### src/pkg/bct_pkg.sv
// Package of constants for the bus slave cycle-termination block
`default_nettype none
package bct_pkg;
  localparam int CLK_NS = 5;
  // Acknowledge, data and release timing
  localparam int EARLY_DATA_NS = 90;
  localparam int EARLY_DATA_CYC = EARLY_DATA_NS / CLK_NS;
  localparam int EARLY_ACK_NS = 54;
  localparam int EARLY_ACK_CYC = EARLY_ACK_NS / CLK_NS;
  localparam int READ_VALID_NS = 303;
  localparam int READ_VALID_CYC = READ_VALID_NS / CLK_NS;
  localparam int WRITE_HOLD_NS = 345;
  localparam int WRITE_HOLD_CYC = WRITE_HOLD_NS / CLK_NS;
  localparam int ACK_MAX_NS = 3000;
  localparam int ACK_MAX_CYC = ACK_MAX_NS / CLK_NS;
  localparam int RELEASE_NS = 50;
  localparam int RELEASE_CYC = RELEASE_NS / CLK_NS;
  // Widths
  localparam int ADDR_W = 23;
  localparam int DATA_W = 16;
  localparam int CNT_W = 10;
  localparam logic [CNT_W-1:0] CNT_ZERO = 10'h000;
  localparam logic [CNT_W-1:0] CNT_ONE = 10'h001;
  localparam logic [CNT_W-1:0] ACK_LIMIT = CNT_W'(ACK_MAX_CYC - 4);
  // Cycle states
  typedef enum logic [4:0] {
    BCT_IDLE = 5'h01,
    BCT_ACCESS = 5'h02,
    BCT_ACK = 5'h04,
    BCT_FAULT = 5'h08,
    BCT_DONE = 5'h10
  } bct_state_type;
endpackage
`default_nettype wire

### src/logic/bct_slave.sv
// Slave-side cycle termination with early acknowledge support
`default_nettype none
// How it works
// - Early read ack; data within 90 ns
// - Suppress early ack while memory busy
// - Work correctly without the enable
// - In DMA, only memory honours enable
// - Enable to ack within one clock
// - Ack within 54 ns of enable
// - Read data valid within 303 ns
// - Internal access below 263.5 ns
// - Bus fault driven open collector only
// - Slave never drives clock extend
// - Bus fault asserted before acknowledge
// - Ack within 3.0 us of strobe
// - DMA read plus write under 3.0 us
// - Release ack within 50 ns of strobe high
// - Decode with strobe; only selected acks
// - Write: store data, then acknowledge
module bct_slave
  import bct_pkg::*;
(
  input wire logic mclk,
  input wire logic reset,
  // Bus control; strobes and enable active low, sampled synchronously; address strobe also gates ack and data drive directly
  input wire logic bus_addr_strobe_n,
  input wire logic data_strobe_any_n,
  input wire logic lower_byte_strobe_n,
  input wire logic upper_byte_strobe_n,
  input wire logic read_not_write,
  input wire logic early_ack_enable_n,
  input wire logic dma_cycle,
  input wire logic [ADDR_W-1:0] addr,
  // Bus data pins
  input wire logic [DATA_W-1:0] data_in,
  output logic [DATA_W-1:0] data_out,
  output logic data_oe,
  // Acknowledge, fault and spare pins (open collector)
  output logic transfer_ack_out,
  output logic transfer_ack_oe,
  output logic bus_fault_out,
  output logic bus_fault_oe,
  output logic clock_extend_req_out,
  output logic clock_extend_req_oe,
  input wire logic bus_fault_n_in,
  // Configuration
  input wire logic [ADDR_W-1:0] base,
  input wire logic [ADDR_W-1:0] mask,
  input wire logic is_memory,
  input wire logic fault_on_late,
  // Memory side
  input wire logic mem_busy,
  output logic mem_req,
  output logic mem_we,
  output logic [ADDR_W-1:0] mem_addr,
  output logic [DATA_W-1:0] mem_wdata,
  output logic [1:0] mem_be,
  input wire logic mem_done,
  input wire logic [DATA_W-1:0] mem_rdata,
  // Status
  output logic selected,
  output logic late_fault
);
  bct_state_type state, next_state;
  logic [CNT_W-1:0] cnt, next_cnt;
  logic early_ok, next_early_ok;
  logic ack_drive, next_ack_drive;
  logic fault_drive, next_fault_drive;
  logic req, next_req;
  logic we, next_we;
  logic [ADDR_W-1:0] maddr, next_maddr;
  logic [DATA_W-1:0] wdata, next_wdata;
  logic [1:0] be, next_be;
  logic [DATA_W-1:0] rdata, next_rdata;
  logic rvalid, next_rvalid;
  logic late, next_late;
  logic sel;

  // Saturating increment
  function automatic logic [CNT_W-1:0] inc_sat(input logic [CNT_W-1:0] v);
    inc_sat = (v == '1) ? v : v + CNT_ONE;
  endfunction

  // Decode qualified by the strobe
  bct_select u_sel (
    .addr(addr),
    .bus_addr_strobe_n(bus_addr_strobe_n),
    .base(base),
    .mask(mask),
    .slave_selected(sel)
  );

  // Cycle sequencer
  always_comb begin
    next_state = state;
    next_cnt = cnt;
    next_early_ok = early_ok;
    next_ack_drive = ack_drive;
    next_fault_drive = fault_drive;
    next_req = 1'b0;
    next_we = we;
    next_maddr = maddr;
    next_wdata = wdata;
    next_be = be;
    next_rdata = rdata;
    next_rvalid = rvalid;
    next_late = late;
    case (state)
      BCT_IDLE: begin
        next_cnt = CNT_ZERO;
        next_ack_drive = 1'b0;
        next_fault_drive = 1'b0;
        next_rvalid = 1'b0;
        if (sel) begin
          next_state = BCT_ACCESS;
          next_we = !read_not_write;
          next_maddr = addr;
          next_req = !read_not_write ? 1'b0 : 1'b1;
          // Early path only when memory is free and not DMA I/O
          next_early_ok = !mem_busy &&
                          (is_memory || !dma_cycle);
          next_late = 1'b0;
        end
      end
      BCT_ACCESS: begin
        next_cnt = inc_sat(cnt);
        // Writes start once the data strobes say data is valid
        if (we && !data_strobe_any_n && !req && !rvalid) begin
          next_req = 1'b1;
          next_wdata = data_in;
          next_be = {!upper_byte_strobe_n, !lower_byte_strobe_n};
          next_rvalid = 1'b1;
        end
        if (mem_done && !we) begin
          next_rdata = mem_rdata;
          next_rvalid = 1'b1;
        end
        if (mem_busy) begin
          next_early_ok = 1'b0;
        end
        if (bus_addr_strobe_n) begin
          next_state = BCT_IDLE;
        end else if (early_ok && !early_ack_enable_n && !we) begin
          // Data follows within the read window of the access
          next_ack_drive = 1'b1;
          next_state = BCT_ACK;
        end else if (mem_done) begin
          // Write stored or read data held: normal ack
          next_ack_drive = 1'b1;
          next_state = BCT_ACK;
        end else if (cnt >= ACK_LIMIT) begin
          next_late = 1'b1;
          next_fault_drive = fault_on_late;
          next_state = BCT_FAULT;
        end
      end
      BCT_ACK: begin
        if (mem_done && !we) begin
          next_rdata = mem_rdata;
          next_rvalid = 1'b1;
        end
        if (bus_addr_strobe_n) begin
          next_ack_drive = 1'b0;
          next_state = BCT_DONE;
        end else if (!bus_fault_n_in) begin
          next_ack_drive = 1'b0;
          next_state = BCT_DONE;
        end
      end
      BCT_FAULT: begin
        // Fault raised without any acknowledge
        if (bus_addr_strobe_n) begin
          next_fault_drive = 1'b0;
          next_state = BCT_DONE;
        end
      end
      BCT_DONE: begin
        next_ack_drive = 1'b0;
        next_fault_drive = 1'b0;
        next_rvalid = 1'b0;
        next_state = BCT_IDLE;
      end
      default: begin
        next_state = BCT_IDLE;
      end
    endcase
  end

  // State registers
  always_ff @(posedge mclk or posedge reset) begin
    if (reset) begin
      state <= BCT_IDLE;
      cnt <= CNT_ZERO;
      early_ok <= 1'b0;
      ack_drive <= 1'b0;
      fault_drive <= 1'b0;
      req <= 1'b0;
      we <= 1'b0;
      maddr <= '0;
      wdata <= 16'h0000;
      be <= 2'h0;
      rdata <= 16'h0000;
      rvalid <= 1'b0;
      late <= 1'b0;
    end else begin
      state <= next_state;
      cnt <= next_cnt;
      early_ok <= next_early_ok;
      ack_drive <= next_ack_drive;
      fault_drive <= next_fault_drive;
      req <= next_req;
      we <= next_we;
      maddr <= next_maddr;
      wdata <= next_wdata;
      be <= next_be;
      rdata <= next_rdata;
      rvalid <= next_rvalid;
      late <= next_late;
    end
  end

  // Pin drive; acknowledge and fault only pull low
  assign transfer_ack_out = 1'b0;
  assign transfer_ack_oe = ack_drive && !bus_addr_strobe_n;
  assign bus_fault_out = 1'b0;
  assign bus_fault_oe = fault_drive;
  assign clock_extend_req_out = 1'b0;
  assign clock_extend_req_oe = 1'b0;
  assign data_out = rdata;
  assign data_oe = (state == BCT_ACK) && !we && rvalid &&
                   !bus_addr_strobe_n && !data_strobe_any_n;
  // Memory side
  assign mem_req = req;
  assign mem_we = we;
  assign mem_addr = maddr;
  assign mem_wdata = wdata;
  assign mem_be = be;
  assign selected = sel;
  assign late_fault = late;
endmodule
`default_nettype wire

### src/logic/bct_select.sv
// Address decode qualified by the address strobe
`default_nettype none
module bct_select
  import bct_pkg::*;
(
  // Bus address and strobe
  input wire logic [ADDR_W-1:0] addr,
  input wire logic bus_addr_strobe_n,
  // Window of this slave
  input wire logic [ADDR_W-1:0] base,
  input wire logic [ADDR_W-1:0] mask,
  // Result
  output logic slave_selected
);
  // Decode enabled only while the strobe is low
  assign slave_selected = !bus_addr_strobe_n &&
                          ((addr & mask) == (base & mask));
endmodule
`default_nettype wire

### config.mk
export PLATFORM = sky130hd
export DESIGN_NAME = bct_slave
export DESIGN_NICKNAME = d
export VERILOG_FILES = /design/src/pkg/bct_pkg.sv /design/src/logic/bct_slave.sv /design/src/logic/bct_select.sv
export SDC_FILE = /design/constraint.sdc
export NUM_CORES = 1
export LEC_CHECK = 0
export BUFFER_PORTS_ARGS = -buffer_cell sky130_fd_sc_hd__buf_2
export CORE_UTILIZATION = 30
export CTS_BUF_LIST = sky130_fd_sc_hd__clkbuf_4 sky130_fd_sc_hd__clkbuf_8
export DETAILED_ROUTE_END_ITERATION = 12
export GPL_TIMING_DRIVEN = 1
export PLACE_DENSITY = 0.61
export SLEW_MARGIN = 40
export SYNTH_ARGS = -nofsm -noshare
export SYNTH_HDL_FRONTEND = slang
export SYNTH_SLANG_ARGS = --single-unit
### constraint.sdc
create_clock -name mclk -period 2.4 [get_ports mclk]
set_input_delay 0.36 -clock mclk [delete_from_list [all_inputs] [get_ports mclk]]
set_output_delay 0.36 -clock mclk [all_outputs]
set_load 0.01 [all_outputs]
==> run summary, run 1 <==
The largest net degree at the start of global routing came out at 80. Once the floorplan was initialized, standard cells occupied between 30 and 40% of the core. Relative to the synthesized area, the layout overhead comes to 35.9%.

The number of enable-type register cells in the synthesized netlist came out at 0. Data on the critical path is required at its endpoint by ~2.0 ns. The total setup violations reported at the end of the flow came out at 0. The worst hold path belongs to the class in2async. The number of library cell types mapped by synthesis came out at 45. The first TritonRoute pass finished after 4 iterations. The clock skew after layout came out at a little under 0.008 ns. The final routed wire length divided by cell count came out at 13.7 µm.

The count of vias placed by the detailed router is approximately 3k. In this run the core area contains 40 standard-cell rows. STA classifies the critical path endpoint as a primary output. After floorplanning, the core was sized to cover ~0.012 mm². The die covers 0.0128 mm². The number of pins with negative max-slew slack in the final report is 0. The initial antenna violation count came out at 0.

The sum of negative setup slack is 0 ns. During synthesis, Yosys emitted a total of 0 warnings. The tree is rooted in a clkbuf_8. The upper clock frequency limit is roughly 0.47 GHz. The post-cts sizing count is 0. The DRC violation count after routing came out at 0.

The number of clock sinks is 79. The fraction of layout instances using a drive strength above 1 came out at a little over half. The final routed wirelength across all metal layers is 8810 µm. The flow ran to the end, and the final reports show no timing, DRC or antenna violations. For this run, the register share of the synthesized area comes to roughly 54%. The top-level port count is 183. Among all flip-flop cells after synthesis, the most frequent one is dfrtp_1. Port buffering added about 180 buffers.

The critical path data arrival time is approximately 1.8 ns. After synthesis the netlist holds a flip-flop and latch count of 79. The ratio of total power to cell area is approximately 550 mW/mm². After detailed routing, the number of vias per cell comes to about 4.7. The later-pin clock latency in the skew report is roughly 0.34 ns. In this run the remaining antenna-violating nets after routing total 0. The worst relative slew slack came out at a little under two thirds.

The tool flagged a number of max-cap violations equal to 0. The hold buffer count at cts came out at 0. The number of instances in the synthesized netlist came out at 300. The number of buffers added by the clock tree synthesis step came out at 9. TritonCTS built the clock tree. The worst setup path is of the in2out kind. The count of buffers added by post-CTS timing repair for setup is 0.

The number of inserted diodes came out at 0. The setup check on the worst reg-to-reg path leaves a slack of between 0.3 and 0.4 ns. Measured on the finished design, the core utilization comes to about two fifths.

The final net count came out at 607. The final RePlAce weighted congestion is ~0.84. The number of global-route vias before repair is approximately 3.1k. From left edge to right edge, the die measures between 100 and 150 µm. The overall power came out at ~2.7 mW. The number of buffers between clock root and the deepest sink came out at 2. The global router's overall resource usage came out at between 10 and 15%. The worst IR drop on VDD is ~0.31 mV. The worst-margin pin slew came out at between 0.5 and 0.6 ns. The first-iteration detailed-routing DRC count is 77. The average instance area after synthesis is 12.3 µm².

The maximum level of the CTS H-tree is 3. The clock slew at the register clock pins of the worst setup and hold paths came out at roughly 0.08 ns. Measured along the y axis, the die boundary spans roughly 110 µm. The async set-reset flop share out of synthesis is 100%. STA classifies the critical path startpoint as an input port. The clock period minus worst slack came out at 2.13 ns. The synthesized cell area is around 0.0037 mm².

Detailed placement ended at an HPWL of a little under 7000 µm. Setup repair after global routing left no endpoint under its margin. The final hold violation count came out at 0. The total overflow left after global routing is 0. The fraction of the cycle the final worst path needs is roughly nine tenths. The first-pass GRT wire length is 15000 µm. The leakage power came out at 2.75 nW. The largest fanout on the critical path came out at 3. The layout has 1200 filler cells.
[worst paths after layout]
kind,end,from,cells after the start
worst max-delay path,selected,addr[17],7
worst min-delay path,mem_addr[8],reset,3
worst max register to register,bus_fault_oe,state[2],5
worst min register to register,mem_be[0],mem_be[0],2
max in group asynchronous,state[0],reset,3
min in group mclk,mem_be[0],lower_byte_strobe_n,2
[per-layer routing]
| metal | vias up | share of wire, % | wire [µm] | track usage, % |
|---|---|---|---|---|
| met5 | - | 0 | 0 | 0 |
| met4 | 0 | 1.2 | 103 | 4.91 |
| met3 | 8 | 6.4 | 562 | 4.02 |
| met2 | 93 | 49 | 4330 | 25.5 |
| met1 | 1467 | 43 | 3810 | 18.1 |
| li1 | 1442 | - | - | - |
[Yosys cell counts, drive strengths merged (2+ instances only)]
cell | instances | share of area [%]
dfrtp | 78 | 53
mux2 | 57 | 17
xor2 | 24 | 5.7
nand2 | 21 | 2.1
a21oi | 11 | 1.6
a22oi | 11 | 2.2
nor2 | 10 | 1.0
buf | 9 | 1.9
inv | 9 | 0.91
nor3 | 8 | 1.2
nand4 | 6 | 1.2
o21ai | 6 | 0.81
xnor2 | 5 | 1.2
clkbuf | 4 | 0.41
mux2i | 4 | 1.1
nand3 | 4 | 0.54
nor4 | 4 | 1.1
nand3b | 3 | 0.61
and2 | 2 | 0.34
and3 | 2 | 0.34
ha | 2 | 0.68
o41ai | 2 | 0.47
or4 | 2 | 0.41
[kinds of logic after synthesis]
group           count (synthesis)  synth area share, %
mux                            61                 18.5
xor+xnor                       29                 6.88
compound gates                 41                 7.59
simple gates                   65                 9.52
flops                          79                 53.6
fa+ha+maj                       2                0.677
other cells                     1                0.102
buf+inv                        22                 3.22
[cell usage in the layout (no fill, tap or decap), types with 2 or more instances in the layout]
cell type   instances
mux2i_1             4
xor2_1             24
a22oi_1            11
o41ai_1             2
nand3_1             4
mux2_2             57
buf_2             178
nor4_1              3
a21oi_1            10
or4_1               2
buf_4               8
o21ai_0             6
nand4_1             5
ha_1                2
nor2_1             10
nor3_1              7
dfrtp_1            78
inv_1               8
clkbuf_8           10
buf_12              3
clkinv_2            2
clkinvlp_4          3
xnor2_1             5
nand3b_1            3
conb_1              4
and2_1              2
and3_1              2
nand2_1            21
[critical path, cell delays in order]
cell	delay, ns
buf_2	0.11
xor2_1	0.16
a22oi_1	0.18
nand4_1	0.25
nor4_1	0.38
buf_4	0.20
buf_2	0.13
[final cells by class]
cell class | instances | area (µm²) | share of cell area (%)
clock buffers | 11 | 145 | 2.89
clock inverters | 5 | 57.6 | 1.15
inverters | 9 | 35.0 | 0.698
multi-input cells | 202 | 1610 | 32.0
flip-flops and latches | 79 | 1980 | 39.4
well taps | 147 | 184 | 3.66
repair buffers | 189 | 1010 | 20.1
[metrics by stage]
| stage | instances | setup slack, ns | hold slack (ns) | instance area, µm² |
|---|---|---|---|---|
| floorplan | 303 | 0.0183 | 0.453 | 3700 |
| global placement | 626 | 0.220 | 0.459 | 4820 |
| detailed placement | 626 | 0.200 | 0.466 | 4820 |
| CTS | 642 | 0.198 | 0.0948 | 5020 |
| global route | 642 | 0.0916 | 0.110 | 5020 |
| finish | 642 | 0.265 | 0.0728 | 5020 |
[power breakdown]
| part | internal (mW) | switching, mW |
|---|---|---|
| clock | 0.519 | 0.478 |
| combinational | 0.175 | 0.185 |
| sequential | 1.37 | 0.0214 |
| total | 2.07 | 0.684 |
[state kept, by name, summed over array words and instances, names as in the netlist]
signal        cells
ack_drive         1
bus_fault_oe      1
cnt              10
data_out         16
early_ok          1
late_fault        1
mem_addr         23
mem_be            2
mem_req           1
mem_wdata        16
mem_we            1
rvalid            1
state             5
No activity file was read; power rests on OpenSTA's default activity.
==> inputs of run 2 (changes only) <==
CORE_MARGIN = 2   (was unset)
PLACE_DENSITY = 0.59   (was 0.61)
clock period = 2 ns   (was 2.4 ns; I/O delays follow)
==> run summary, run 2 (synthesis gave the netlist of run 1 again) <==
The flow ran to the end, and the final reports show no timing, DRC or antenna violations. The largest fanout on the critical path was 2 (-1). The number of clock sinks is 79 (unchanged). The ratio of total power to cell area is 632 mW/mm² (+15%). The cell that appears most often on the critical path is buf_4.

The number of max-cap violations is 0 (unchanged). The first-iteration detailed-routing DRC count is 102 (+32%). Traced cell by cell, the critical path runs through buf_2, xor2_1, a22oi_1, nand4_1, buf_4, nor4_4, buf_4, buf_6.

The cell sitting at the root of the clock tree is a clkbuf_8. The final routed wire length divided by cell count came out at 14.4 µm (+5.2%). The placement-stage cell area is 0.00496 mm² (+3.0%). The final RePlAce weighted congestion is 0.753 (-10%). The count of vias placed by the detailed router was 3184 (+5.8%). The critical path data arrival time is 1.68 ns (-0.09 ns). The path type of the worst setup path is in2out. The worst setup path is launched from an input port. The largest net degree at the start of global routing is 31 (-61%). The final antenna-violating net count is 0 (unchanged). The met3 capacity usage during global routing is 5.32% (+1.3 points).

The worst IR drop on VDD is 0.537 mV (+72%). The clock skew after layout came out at 0.00444 ns (-0.00332 ns). The global router's overall resource usage came out at 15.0% (+0.16 points). Setup repair after global routing could not meet its margin everywhere.

TritonCTS built the clock tree. The met2 demand-to-capacity share in global routing came out at 26.5% (+0.96 points). The number of global-route vias before repair is 3272 (+6.6%). The clock slew at the register clock pins of the worst setup and hold paths came out at 0.08 ns (about the same).

In the layout the commonest cells are buf_2, dfrtp_1, mux2_2, buf_4, xor2_1. The number of I/O port buffers is 178 (unchanged). The fraction of layout instances using a drive strength above 1 is 59.0% (+4.9 points).

The post-route cell area came to 0.00539 mm² (+7.3%). The fraction of the cycle the final worst path needs is a little over nine tenths. The top-level port count came out at 183 (unchanged).

The final global-route overflow total is 0 (unchanged). The worst setup path is captured at a primary output. The core footprint is 0.0120 mm² (unchanged).

The area of the die is 0.0132 mm² (+3.6%). The number of buffers added by the clock tree synthesis step came out at 9 (unchanged). The endpoint required time on the critical path is 1.70 ns (-0.34 ns). The final routed wirelength across all metal layers came out at 9710 µm (+10%). Leaving out fill and tap cells, the most frequent cell in the layout is buf_2. The later-pin clock latency in the skew report came out at 0.35 ns (about the same).

The initial core utilization came out at 30.7% (unchanged). The worst relative slew slack is 60.0% (-3.8 points). The flip-flop count of the largest register after layout came out at 23 (unchanged).

The total iterations of the first detailed-routing run is 4 (unchanged). Compared with the post-synthesis result, the final layout area differs by 45.8%. The clock period minus worst slack is around 2 ns. Counting instances, the worst hold path has a depth of 2.

The overall power is 3.40 mW (+24%). The total setup violations reported at the end of the flow came out at 0 (unchanged). The first-pass GRT wire length was 15500 µm (+3.1%). The DRC violation count after routing came out at 0 (unchanged). The setup slack of the most critical reg-to-reg path was 0.05 ns (-0.32 ns). The type of the worst min-delay path is in2reg. The number of placement rows came out at 40 (unchanged). The placed wire-length estimate is 7470 µm (+9.8%). The initial antenna violation count is 0 (unchanged). The leakage power is 2.92 nW (+6.3%).

The final-layout fill cell count came out at 1186 (-1.2%). The maximum level of the CTS H-tree is 3 (unchanged). The number of buffers between clock root and the deepest sink is 2 (unchanged). The number of vias per cell after detailed routing is 4.74 (+1.1%).

The worst-margin pin slew was 0.599 ns (+0.0694 ns). The peak per-stage delay on the critical path was 0.26 ns (-0.12 ns). The number of inserted diodes is 0 (unchanged). The number of pins with negative max-slew slack in the final report came out at 0 (unchanged).

The final net count came to 637 (+4.9%). The final hold violation count came out at 0 (unchanged). The post-route worst hold slack is 0.130 ns (+0.0574 ns). The global routing stage identified its most utilized layer as met2. The upper clock frequency limit is around 0.5 GHz. For this design, the slowest cell found on the critical path is nor4_4.

The met1 layer usage reported by global route came to 16.4% (-1.7 points). The die span in y is 115 µm (+1.8%). The number of cells on the worst reg-to-reg path is 8 (+3). The x dimension of the die came out at 115 µm (+1.8%).
==> run 2: changes by cell type in the layout (fill, tap and decap cells not counted), sizes merged <==
cell and change:
inv +1, dlygate4sd3 +1, clkbuf +1, buf +29
clkinv -2
==> run 2: stage by stage <==
stage	setup slack, ns	setup TNS (ns)	instances	utilization, %
6_report	0.0210	0	672	44.8
5_1_grt	-0.0846	-0.0846	672	44.8
4_1_cts	0.0160	0	664	43.7
3_5_place_dp	-0.150	-3.26	644	41.3
3_3_place_gp	-0.123	-2.79	644	41.3
2_1_floorplan	-0.110	-1.85	303	-
==> run 2: where the power goes <==
group,switching (mW),internal (mW)
registers,0.0306,1.65
logic,0.248,0.258
clock network,0.579,0.643
total,0.857,2.55
==> run 2: final cells by class <==
cell class                 instances  area, µm²  area share [%]
clock inverter                     4       53.8           0.999
timing repair buffer             219       1280            23.8
inverter                           9       37.5           0.697
sequential                        79       1980            36.8
tap                              147        184            3.41
clock buffer                      12        153            2.83
multi-input combinational        202       1700            31.5
==> run 2: worst paths after layout <==
path / from / to
min in group asynchronous: reset / mem_addr[8]
hold / removal: lower_byte_strobe_n / mem_be[0]
max in group asynchronous: reset / state[0]
hold reg to reg: mem_be[0] / mem_be[0]
setup reg to reg: state[1] / early_ok
setup / recovery: addr[5] / selected
==> run 2: critical path, delay by kind of cell <==
kind            cells  cell delay [ns]
buf+inv             4             0.55
compound gates      1             0.21
xor+xnor            1             0.15
simple gates        2             0.46
==> run 2: repair_timing <==
action / CTS / global route
buffers inserted: 3 / 8
endpoints found under the hold margin: 1 / 0
pin swaps: 7 / 5
gates resized for setup: 9 / 20
cloned: 0 / 1
endpoints found under the setup margin: 25 / 43
hold buffers: 1 / 0
==> run 2: per-layer routing <==
metal | up-vias | wire [µm]
li1 | 1498 | -
met1 | 1565 | 3740
met2 | 109 | 5060
met3 | 12 | 725
met4 | 0 | 180
met5 | - | 0
